File: config.mk
export PLATFORM = sky130hd
export DESIGN_NAME = mspe_engine
export DESIGN_NICKNAME = d
export VERILOG_FILES = /design/src/logic/mspe_engine.v
export VERILOG_INCLUDE_DIRS = /design/src /design/src/inc
export SDC_FILE = /design/constraint.sdc
export NUM_CORES = 1
export LEC_CHECK = 0
export BUFFER_PORTS_ARGS = -buffer_cell sky130_fd_sc_hd__buf_4
export CORE_ASPECT_RATIO = 1.2
export CORE_UTILIZATION = 47
export DETAILED_ROUTE_END_ITERATION = 10
export GPL_TIMING_DRIVEN = 0
export PLACE_DENSITY_LB_ADDON = 0.15
export SLEW_MARGIN = 0
export SYNTH_ARGS = -nofsm -noshare
export SYNTH_HDL_FRONTEND = slang
export SYNTH_SLANG_ARGS = --single-unit
File: constraint.sdc
create_clock -name ref_clk -period 7.78 [get_ports ref_clk]
set_clock_uncertainty 0.2 [all_clocks]
set_input_delay 1.556 -clock ref_clk [delete_from_list [all_inputs] [get_ports ref_clk]]
set_output_delay 1.556 -clock ref_clk [all_outputs]
set_load 0.02 [all_outputs]
File: src/inc/mspe_defs.vh
// constants for the motion state program engine
`ifndef MSPE_DEFS_VH
`define MSPE_DEFS_VH
`define MSPE_ADDR_POS     8'h7C
`define MSPE_ADDR_TCL     8'h7D
`define MSPE_ADDR_TCH     8'h7E
`define MSPE_ADDR_OUT     8'h7F
`define MSPE_CMD_HALT     8'h00
`define MSPE_CMD_RESUME   8'h11
`define MSPE_CMD_BRANCH   8'h22
`define MSPE_CMD_MARK     8'h33
`define MSPE_C_NOP        4'h0
`define MSPE_C_T1         4'h1
`define MSPE_C_T2         4'h2
`define MSPE_C_T3         4'h3
`define MSPE_C_T4         4'h4
`define MSPE_C_GT1        4'h5
`define MSPE_C_GT2        4'h6
`define MSPE_C_LE1        4'h7
`define MSPE_C_LE2        4'h8
`define MSPE_C_GT1B       4'h9
`define MSPE_C_ALLLE2     4'hA
`define MSPE_C_GR1        4'hB
`define MSPE_C_LR1        4'hC
`define MSPE_C_GR2        4'hD
`define MSPE_C_LR2        4'hE
`define MSPE_C_ZC         4'hF
`define MSPE_PTR_START    4'h0
`define MSPE_BYTE_ZERO    8'h00
`define MSPE_TC_ZERO      16'h0000
`define MSPE_OUT_ZERO     8'h00
`endif

File: src/logic/mspe_engine.v
// execution and readout logic of the second motion state program
`timescale 1ns/1ns
`include "mspe_defs.vh"

module mspe_engine #(
   parameter AW = 12
) (
   input  wire          ref_clk,
   input  wire          arst_n,
   input  wire          sample_valid,
   input  wire [AW-1:0] axis_x,
   input  wire [AW-1:0] axis_y,
   input  wire [AW-1:0] axis_z,
   input  wire [AW-1:0] axis_v,
   input  wire [AW-1:0] limit_one,
   input  wire [AW-1:0] limit_two,
   input  wire [7:0]    axis_mask,
   input  wire          timer_one_expired,
   input  wire          timer_two_expired,
   input  wire          timer_three_expired,
   input  wire          timer_four_expired,
   input  wire          output_on_halt_resume,
   input  wire          signed_limit_select,
   input  wire          copy_outputs_cmd,
   input  wire [7:0]    step_byte,
   input  wire          run_start,
   input  wire [15:0]   step_timer_load,
   input  wire          reg_rd,
   input  wire [7:0]    reg_addr,
   output reg  [7:0]    reg_rdata,
   output wire [3:0]    step_addr,
   output wire          running,
   output wire          int_release
);

   reg  [3:0]  program_pointer_r;
   reg  [3:0]  restart_point_r;
   reg  [15:0] step_timer_count_r;
   reg  [7:0]  output_flags_r;
   reg  [7:0]  output_flags_nxt;
   reg         run_r;
   reg  [1:0]  br_phase_r;      // 0 idle, 1 expect conditions, 2 expect addresses
   reg  [7:0]  br_cond_r;
   reg  [7:0]  br_addr_r;
   reg         br_active_r;
   reg  [3:0]  sign_prev_r;
   reg  [7:0]  trig_r;          // triggered direction, same layout as flags
   wire [AW-1:0] ax [0:3];
   reg  [7:0]  hit_gt1, hit_gt2, hit_le1, hit_le2, hit_gr1, hit_gr2, hit_zc;
   reg  [7:0]  dir;
   integer     i;

   // branch parameter phases
   localparam [1:0] BR_IDLE = 2'b00;
   localparam [1:0] BR_COND = 2'b01;
   localparam [1:0] BR_ADDR = 2'b10;

   assign ax[0] = axis_x;
   assign ax[1] = axis_y;
   assign ax[2] = axis_z;
   assign ax[3] = axis_v;
   assign step_addr = program_pointer_r;
   assign running   = run_r;

   // greater-than test, unsigned magnitude or signed by setting
   function cmp_gt;
      input [AW-1:0] a;
      input [AW-1:0] t;
      input          sgn;
      reg   [AW-1:0] mag;
      begin
         mag = a[AW-1] ? (~a + 1'b1) : a;
         if (sgn)
            cmp_gt = ($signed(a) > $signed(t));
         else
            cmp_gt = (mag > t);
      end
   endfunction

   // keeps the first set direction bit, msb first
   function [7:0] first_bit;
      input [7:0] v;
      integer     k;
      reg         found;
      begin
         first_bit = 8'h00;
         found = 1'b0;
         for (k = 7; k >= 0; k = k - 1) begin
            if (v[k] && !found) begin
               first_bit[k] = 1'b1;
               found = 1'b1;
            end
         end
      end
   endfunction

   // per-axis comparison vectors, two bits per axis: positive then negative
   always @* begin
      hit_gt1 = 8'h00;
      hit_gt2 = 8'h00;
      hit_le1 = 8'h00;
      hit_le2 = 8'h00;
      hit_gr1 = 8'h00;
      hit_gr2 = 8'h00;
      hit_zc  = 8'h00;
      dir     = 8'h00;
      for (i = 0; i < 4; i = i + 1) begin
         dir[7-2*i] = ~ax[i][AW-1];
         dir[6-2*i] = ax[i][AW-1];
         if (cmp_gt(ax[i], limit_one, signed_limit_select)) begin
            hit_gt1[7-2*i] = ~ax[i][AW-1];
            hit_gt1[6-2*i] = ax[i][AW-1];
         end
         if (cmp_gt(ax[i], limit_two, signed_limit_select)) begin
            hit_gt2[7-2*i] = ~ax[i][AW-1];
            hit_gt2[6-2*i] = ax[i][AW-1];
         end
         if (cmp_gt(ax[i], ~limit_one + 1'b1, signed_limit_select)) begin
            hit_gr1[7-2*i] = ~ax[i][AW-1];
            hit_gr1[6-2*i] = ax[i][AW-1];
         end
         if (cmp_gt(ax[i], ~limit_two + 1'b1, signed_limit_select)) begin
            hit_gr2[7-2*i] = ~ax[i][AW-1];
            hit_gr2[6-2*i] = ax[i][AW-1];
         end
         if (sign_prev_r[i] != ax[i][AW-1]) begin
            hit_zc[7-2*i] = 1'b1;
            hit_zc[6-2*i] = 1'b1;
         end
      end
      hit_le1 = dir & ~hit_gt1;
      hit_le2 = dir & ~hit_gt2;
   end

   // evaluates one condition code, returning the triggering direction set;
   // everything it reads is an argument, so callers update when any of it moves
   function [7:0] eval;
      input [3:0] code;
      input [7:0] m;
      input       t1;
      input       t2;
      input       t3;
      input       t4;
      input [7:0] gt1;
      input [7:0] gt2;
      input [7:0] le1;
      input [7:0] le2;
      input [7:0] gr1;
      input [7:0] gr2;
      input [7:0] zc;
      input [7:0] dv;
      begin
         case (code)
            `MSPE_C_NOP:    eval = 8'h00;
            `MSPE_C_T1:     eval = {8{t1}};
            `MSPE_C_T2:     eval = {8{t2}};
            `MSPE_C_T3:     eval = {8{t3}};
            `MSPE_C_T4:     eval = {8{t4}};
            `MSPE_C_GT1,
            `MSPE_C_GT1B:   eval = gt1 & m;
            `MSPE_C_GT2:    eval = gt2 & m;
            `MSPE_C_LE1:    eval = le1 & m;
            `MSPE_C_LE2:    eval = le2 & m;
            `MSPE_C_ALLLE2: eval = (((le2 | ~dv) & m) == m && m != 8'h00) ?
                                   first_bit(m) : 8'h00;
            `MSPE_C_GR1:    eval = gr1 & m;
            `MSPE_C_LR1:    eval = dv & ~gr1 & m;
            `MSPE_C_GR2:    eval = gr2 & m;
            `MSPE_C_LR2:    eval = dv & ~gr2 & m;
            `MSPE_C_ZC:     eval = zc & m;
            default:        eval = 8'h00;
         endcase
      end
   endfunction

   wire       is_cmd  = (step_byte[7:4] == step_byte[3:0]);
   wire [7:0] msk     = (trig_r != 8'h00) ? trig_r : axis_mask;
   wire [7:0] r_hit   = eval(step_byte[7:4], msk, timer_one_expired, timer_two_expired,
                             timer_three_expired, timer_four_expired, hit_gt1, hit_gt2,
                             hit_le1, hit_le2, hit_gr1, hit_gr2, hit_zc, dir);
   wire [7:0] n_hit   = eval(step_byte[3:0], msk, timer_one_expired, timer_two_expired,
                             timer_three_expired, timer_four_expired, hit_gt1, hit_gt2,
                             hit_le1, hit_le2, hit_gr1, hit_gr2, hit_zc, dir);
   wire [7:0] b0_hit  = eval(br_cond_r[3:0], msk, timer_one_expired, timer_two_expired,
                             timer_three_expired, timer_four_expired, hit_gt1, hit_gt2,
                             hit_le1, hit_le2, hit_gr1, hit_gr2, hit_zc, dir);
   wire [7:0] b1_hit  = eval(br_cond_r[7:4], msk, timer_one_expired, timer_two_expired,
                             timer_three_expired, timer_four_expired, hit_gt1, hit_gt2,
                             hit_le1, hit_le2, hit_gr1, hit_gr2, hit_zc, dir);
   wire       n_true  = (step_byte[3:0] == `MSPE_C_NOP) | (n_hit != 8'h00);
   wire       rd_out  = reg_rd && (reg_addr == `MSPE_ADDR_OUT);
   wire [3:0] pp_inc  = program_pointer_r + 4'h1;

   assign int_release = rd_out;

   // read mux of the readout registers
   always @* begin
      case (reg_addr)
         `MSPE_ADDR_POS: reg_rdata = {restart_point_r, program_pointer_r};
         `MSPE_ADDR_TCL: reg_rdata = step_timer_count_r[7:0];
         `MSPE_ADDR_TCH: reg_rdata = step_timer_count_r[15:8];
         `MSPE_ADDR_OUT: reg_rdata = output_flags_r;
         default:        reg_rdata = `MSPE_BYTE_ZERO;
      endcase
   end

   // output flag next value: copy wins over read clear
   always @* begin
      output_flags_nxt = output_flags_r;
      if (rd_out)
         output_flags_nxt = `MSPE_OUT_ZERO;
      if (copy_outputs_cmd ||
          (run_r && output_on_halt_resume && is_cmd && br_phase_r == BR_IDLE &&
           (step_byte == `MSPE_CMD_HALT || step_byte == `MSPE_CMD_RESUME)))
         output_flags_nxt = output_flags_r | trig_r;
   end

   // program flow
   always @(posedge ref_clk or negedge arst_n) begin
      if (!arst_n) begin
         program_pointer_r  <= `MSPE_PTR_START;
         restart_point_r    <= `MSPE_PTR_START;
         step_timer_count_r <= `MSPE_TC_ZERO;
         output_flags_r     <= `MSPE_OUT_ZERO;
         run_r              <= 1'b0;
         br_phase_r         <= BR_IDLE;
         br_cond_r          <= `MSPE_BYTE_ZERO;
         br_addr_r          <= `MSPE_BYTE_ZERO;
         br_active_r        <= 1'b0;
         sign_prev_r        <= 4'h0;
         trig_r             <= `MSPE_BYTE_ZERO;
      end else begin
         output_flags_r <= output_flags_nxt;
         if (step_timer_count_r != `MSPE_TC_ZERO)
            step_timer_count_r <= step_timer_count_r - 16'h0001;
         if (sample_valid)
            sign_prev_r <= {axis_v[AW-1], axis_z[AW-1], axis_y[AW-1], axis_x[AW-1]};
         if (!run_r) begin
            if (run_start) begin
               run_r <= 1'b1;
               program_pointer_r <= restart_point_r;
            end
         end else if (br_phase_r == BR_COND) begin
            br_cond_r <= step_byte;
            br_phase_r <= BR_ADDR;
            program_pointer_r <= pp_inc;
         end else if (br_phase_r == BR_ADDR) begin
            br_addr_r <= step_byte;
            br_phase_r <= BR_IDLE;
            br_active_r <= 1'b1;
            program_pointer_r <= pp_inc;
         end else if (is_cmd) begin
            case (step_byte)
               `MSPE_CMD_HALT: begin
                  run_r <= 1'b0;
                  restart_point_r <= `MSPE_PTR_START;
                  program_pointer_r <= `MSPE_PTR_START;
               end
               `MSPE_CMD_RESUME: begin
                  program_pointer_r <= restart_point_r;
               end
               `MSPE_CMD_BRANCH: begin
                  br_phase_r <= BR_COND;
                  program_pointer_r <= pp_inc;
               end
               `MSPE_CMD_MARK: begin
                  restart_point_r <= pp_inc;
                  program_pointer_r <= pp_inc;
               end
               default: begin
                  program_pointer_r <= pp_inc;
               end
            endcase
         end else if (sample_valid) begin
            if (br_active_r && b0_hit != 8'h00) begin
               program_pointer_r <= br_addr_r[3:0];
               trig_r <= first_bit(b0_hit);
               br_active_r <= 1'b0;
            end else if (br_active_r && b1_hit != 8'h00) begin
               program_pointer_r <= br_addr_r[7:4];
               trig_r <= first_bit(b1_hit);
               br_active_r <= 1'b0;
            end else if (step_byte[7:4] != `MSPE_C_NOP && r_hit != 8'h00) begin
               program_pointer_r <= restart_point_r;
               trig_r <= `MSPE_BYTE_ZERO;
               step_timer_count_r <= step_timer_load;
            end else if (n_true) begin
               program_pointer_r <= pp_inc;
               step_timer_count_r <= step_timer_load;
               if (n_hit != 8'h00 && step_byte[3:0] > `MSPE_C_T4)
                  trig_r <= first_bit(n_hit);
            end
         end
      end
   end

endmodule

==> run metrics, run 1 <==
initial antenna violation count=0; WHS Path Cells=1; synth warn=0; gr usage total=about two fifths; worst-case clock buffer depth=2; share of cells above drive strength 1=14.6%; min Tclk post-route=7.74 ns; register area share after synthesis=a little under 10%; syn_nets=around 2600; syn avg cell area=~8 um2; gpl congestion=1.03; die height=about 210 um; Post-Route WL=73.4 mm; Max Freq=about 130 MHz; CTS buffer count=9; Vias=between 15000 and 20000; worst reg2reg setup slack=between 2 and 3 ns; Slew HR=a little over a tenth; gr ovfl total=0; Post-synth top cells=ha_1, nand2_1, a21oi_1; number of global-route vias before repair=18000; drt pass-1 iters=7; DR DRC count=0; most common cell in the netlist=ha_1; Setup-failing EPs final=0; Hold Crit Start=output_flags_r[0]; length in cells of the worst reg-to-reg path=13; WS Path Type=input port to flip-flop; clk root buf=clkbuf_16; Leakage=8.29 nW; final std cells w/o fill=approximately 2700; Synth top area share=28.1%; Initial Util=between 40% and 50%; insertion delay to the later sink of the worst-skew pair=0.36 ns; final number of hold-violating endpoints=0; MaxCap Viol Count=0; vias per std cell=6.88; Slew Limit Fails=0; Worst Setup End Kind=flip-flop; Yosys cell types=around 110; startpoint types=input port; # IOs=between 100 and 150; Worst Path Arrival=7.78 ns; Yosys top cell by area=ha_1; Cell Area, Synth=between 0.015 and 0.02 mm2; period utilization=between 90 and 100%; Cells after Synth=around 2100; row count=74; Post-synth EDFFs=0; CTS tree=done; #FFs+latches synth=64; Max VDD drop=approximately 0.15 mV; Layout area overhead=14.7%; setup slack after layout=~0.04 ns; asr flop ratio synth=100%; antenna-violating nets left=0; CTS H-tree lvls=3; P per Cell Area=about 190 mW/mm2; CTS clock-pin slew for the worst setup and hold paths=approximately 0.060 ns; Routed wire per std cell=about 27 um; core outline area=0.0344 mm2; first-pass GRT wire length=about 110 mm; PortBufs=130; Min-Delay Path Class=flip-flop to flip-flop; CP Max Fanout=9; layout net count=roughly 2700; RR Endpoint=trig_r[4]; ranking of synthesized cells by area=ha_1, dfrtp_1, a21oi_1; status=complete, no violations; antenna cells=0; Clock Sinks=64; post-layout util=about 55%; pin count of the biggest net entering global routing=between 60 and 70; slew of the pin with the lowest slew margin=around 1.3 ns; die width=173 um; Hold EP=output_flags_r[0]; ys flop type=dfrtp_1; Die ar.=between 0.03 and 0.04 mm2; worst slack at placement=-1.49 ns; Cells after DPL=~2700; Worst R2R Start=trig_r[0]; Post-DP HPWL=between 50 and 60 mm; drt initial violations=1477; Critical Path RT=between 7 and 8 ns; post-cts hold buffer count=0
-- cells by family (layout without fill, tap and decap cells) --
logic type	Yosys count	in the layout	synth area share, %
AND/OR/NAND/NOR	723	723	23.6
multiplexers	73	73	5.27
buffers and inverters	140	306	3.43
adder cells (fa/ha/maj)	372	372	28.1
AO/OA/AOI/OAI	616	616	25.9
XOR/XNOR	78	78	4.12
flip-flops	64	64	9.66
-- worst max-delay path by stage --
stage / cells past startpoint / slack (ns) / end / startpoint
2_1_floorplan: 20 / 1.18 / trig_r[0] / axis_y[0]
3_3_place_gp: 18 / -2.67 / step_timer_count_r[6] / limit_two[8]
3_5_place_dp: 18 / -1.49 / step_timer_count_r[10] / axis_y[11]
4_1_cts: 20 / 0.02 / trig_r[4] / limit_one[1]
5_1_grt: 20 / -0.07 / trig_r[5] / limit_two[1]
6_report: 21 / 0.04 / trig_r[4] / limit_two[1]
-- cell type report --
type	instances	area (um2)
Fill cell	3254	15300
Multi-Input combinational cell	1862	14800
Sequential cell	64	1600
Timing Repair Buffer	153	1210
Tap cell	456	571
Inverter	82	338
Buffer	55	253
Clock buffer	10	239
Clock inverter	6	45.0
-- registers in the layout, summed over array words and instances, names as in the netlist, 4 cells and up --
register,flops
output_flags_r,8
step_addr,4
trig_r,8
sign_prev_r,4
step_timer_count_r,16
restart_point_r,4
br_addr_r,8
br_cond_r,8
-- cell usage in the layout, fill, tap and decap left out, types with 10 or more instances in the layout --
cell type	count
nor3_1	52
nor2b_1	47
ha_1	372
nand3_1	68
o221ai_1	10
xnor2_1	45
or3_1	20
and2_1	11
o21ai_0	93
xnor2_2	18
a31oi_1	22
clkinvlp_4	11
dfrtp_1	64
xor2_1	10
clkbuf_1	34
a21o_1	27
o22ai_1	10
a21oi_1	139
nor4_1	30
o21a_1	14
and3_1	16
mux2_2	26
nand2_1	168
a221oi_1	11
nand2b_1	29
mux2i_1	31
nand4_1	74
o31ai_1	23
buf_4	146
a211oi_1	27
o21ai_1	24
nand3b_1	14
buf_2	11
nor2_1	116
a211o_1	23
o211ai_1	39
a22o_1	11
inv_1	71
-- metal layers --
layer  global-route usage [%]  vias to the layer above  part of all wire, %
met5                        0                        -                    0
met1                     44.1                     8873                   37
met4                     33.8                        0                  9.0
met2                     68.6                      895                   47
met3                     4.62                      276                  6.5
li1                         -                     8458                    -
-- stage by stage --
step	power (mW)	TNS [ns]	instance area (um2)	hold WS [ns]
after detailed placement	3.17	-38.16	18400	0.287
final	3.71	0	19000	0.294
after CTS	3.62	0	18800	0.299
after global placement	3.12	-72.53	18100	0.279
after floorplan	2.30	0	16600	0.250
after global routing	3.93	-0.387	19000	0.323
-- critical path: stages --
cell and delay [ns]:
buf_4 0.11, clkinvlp_4 0.38, ha_1 0.41, nand3_1 0.22, nor2_1 0.11, xnor2_2 0.42
buf_8 0.23, ha_1 0.18, nor3_1 0.06, mux2_2 0.27, a2111oi_2 0.53, o41ai_4 0.27
o2111ai_1 0.25, a31oi_1 0.14, o31ai_1 0.60, nand4_1 0.30, and4bb_2 0.43, a41o_1 0.31
nand2_2 0.17, o211ai_4 0.43, mux2_2 0.38
-- power by group --
group / internal (mW) / total (mW) / switching, mW / leakage [nW]
Sequential: 0.434 / 0.551 / 0.117 / 0.746
Clock: 0.225 / 0.396 / 0.172 / 0.131
Combinational: 1.01 / 2.76 / 1.75 / 7.41
Total: 1.67 / 3.71 / 2.03 / 8.29
-- what timing repair did --
action                     in CTS  in global routing
pin swaps                       3                  2
buffers inserted                9                  3
gates resized for setup        22                 27
setup endpoints to repair      29                 28
cloned                          0                  0
Note: power is estimated with default switching activity, not from simulation.
==> inputs of run 2 (changes only) <==
CTS_BUF_LIST = sky130_fd_sc_hd__clkbuf_16   (was default)
==> run metrics, run 2 (same netlist as run 1, synthesis figures left out) <==
antenna-violating nets left=0; max reg flops=16; share of cells above drive strength 1=14.5%; WP depth=21; CP Max Fanout=9; number of global-route vias before repair=roughly 18000; Post-DP HPWL=approximately 60 mm; pin count of the biggest net entering global routing=65; WHS Path Cells=1; period utilization=100%; first-pass GRT wire length=roughly 110 mm; crit path cell chain=buf_4 -> clkinvlp_4 -> ha_1 -> nand3_1 -> nor2_1 -> xnor2_2 -> buf_8 -> ha_1 -> nor3_1 -> mux2_2 -> a2111oi_2 -> o41ai_4 -> o2111ai_1 -> a31oi_1 -> o31ai_1 -> nand4_1 -> and4bb_2 -> a41o_1 -> nand2_2 -> o211ai_4 -> mux2_2; Routed wire per std cell=27.4 um; RR Endpoint=trig_r[4]; Most flops, register=step_timer_count_r; Clock Sinks=between 60 and 70; Die ar.=0.0360 mm2; slew of the pin with the lowest slew margin=between 1 and 1.5 ns; most frequent cells in the layout=ha_1, nand2_1, buf_4, a21oi_1, nor2_1; failing checks=setup timing; DR DRC count=0; vias per std cell=slightly below 7; area taken by multi-input logic gates=about 0.015 mm2; CTS H-tree lvls=3; gr usage total=40.0%; Layout area overhead=14.6%; MaxCap Viol Count=0; length in cells of the worst reg-to-reg path=13; final number of hold-violating endpoints=0; # IOs=roughly 140; clk root buf=clkbuf_16; Hold EP=output_flags_r[0]; core outline area=about 0.034 mm2; sequential standard cell area=0.00160 mm2; Worst Setup End Kind=flip-flop; PortBufs=130; Worst R2R Start=trig_r[3]; WS Path Type=input port to flip-flop; Leakage=a little over 8 nW; fill count=~3300; CTS tree=done; worst-case clock buffer depth=2; Min-Delay Path Class=flip-flop to flip-flop; Max VDD drop=about 0.15 mV; initial antenna violation count=0; CTS buffer count=9; setup slack after layout=-0.00740 ns; Critical Path RT=7.82 ns; P per Cell Area=195 mW/mm2; Max Freq=128 MHz; Initial Util=just under 50%; Worst Path Buf+Inv=3; Vias=18600; status=complete, but fails checks; worst slack at placement=-1.49 ns; worst reg2reg setup slack=2.58 ns; Slew HR=11.8%; commonest non-fill, non-tap cell in the layout=ha_1; drt pass-1 iters=6; gpl congestion=1.03; row count=74; startpoint types=input port; Hold Crit Start=output_flags_r[0]; antenna cells=0; die height=between 200 and 250 um; CTS clock-pin slew for the worst setup and hold paths=roughly 0.060 ns; Slew Limit Fails=0; layout net count=roughly 2700; Slowest-stage cell, CP=o31ai_1; Worst Path Arrival=between 7 and 8 ns; gr ovfl total=0; post-layout util=approximately 55%; Setup-failing EPs final=4; delay of the slowest critical-path stage=between 0.6 and 0.7 ns; insertion delay to the later sink of the worst-skew pair=about 0.36 ns; Post-Route WL=73.5 mm; Largest delay share family, worst path=compound AO/OA/AOI/OAI gates; die width=between 150 and 200 um; drt initial violations=approximately 1400; min Tclk post-route=7.79 ns
[run 2: cell count changes in the layout (fill, tap and decap cells not counted), sizes merged]
| cell | delta |
|---|---|
| clkbuf | -1 |
| clkinv | +1 |
[run 2: worst register-to-register path, stage by stage, from the launching register on]
cell and delay, ns:
dfrtp_1 0.31, buf_2 0.20, nor4_4 0.11, a31oi_1 0.95, nand2_1 0.38, nand2_1 0.25
a211oi_1 0.12, nor4_1 0.34, o2111ai_1 0.21, nor4_1 0.55, and2_2 0.43, nand2_2 0.20
o211ai_4 0.43, mux2_2 0.39
[run 2: power by group]
group / total (mW) / switching [mW] / internal (mW) / leakage [nW]
Sequential: 0.552 / 0.117 / 0.435 / 0.746
Combinational: 2.76 / 1.75 / 1.01 / 7.41
Clock: 0.385 / 0.170 / 0.215 / 0.125
[run 2: final cells by class]
class	count	area share (%)
Multi-Input combinational cell	1862	77.7
Sequential cell	64	8.43
Timing Repair Buffer	153	6.35
Tap cell	456	3.00
Inverter	82	1.78
Buffer	55	1.33
Clock buffer	9	1.19
Clock inverter	7	0.257
[run 2: timing repair]
action / CTS / global route
pin swaps: 3 / 2
endpoints found under the setup margin: 29 / 28
setup buffers: 9 / 3
gates resized for setup: 22 / 27
cloned: 0 / 0
hold buffers: 0 / 0
[run 2: how the worst max path moves through the flow]
stage                       startpoint                      to  slack (ns)
after floorplan              axis_y[0]               trig_r[0]        1.18
after global placement    limit_two[8]   step_timer_count_r[6]       -2.67
after detailed placement    axis_y[11]  step_timer_count_r[10]       -1.49
after CTS                 limit_one[1]               trig_r[4]        0.02
after global routing      limit_two[1]               trig_r[5]       -0.07
final                     limit_two[1]               trig_r[4]      -0.007
[run 2: stage by stage]
stage	power, mW	cells	TNS [ns]	hold WS [ns]	instance area [um2]
2_1_floorplan	2.30	2066	0	0.250	16600
3_3_place_gp	3.12	2652	-72.53	0.279	18100
3_5_place_dp	3.17	2663	-38.16	0.287	18400
4_1_cts	3.61	2686	0	0.299	18800
5_1_grt	3.92	2688	-0.388	0.323	19000
6_report	3.70	2688	-0.0180	0.294	19000
[run 2: layer usage]
layer	track usage, %	vias up	wire length [um]
met3	4.62	289	5080
met1	44.1	8879	27100
met2	68.6	937	34600
met4	33.8	0	6740
met5	0	-	0
li1	-	8460	-
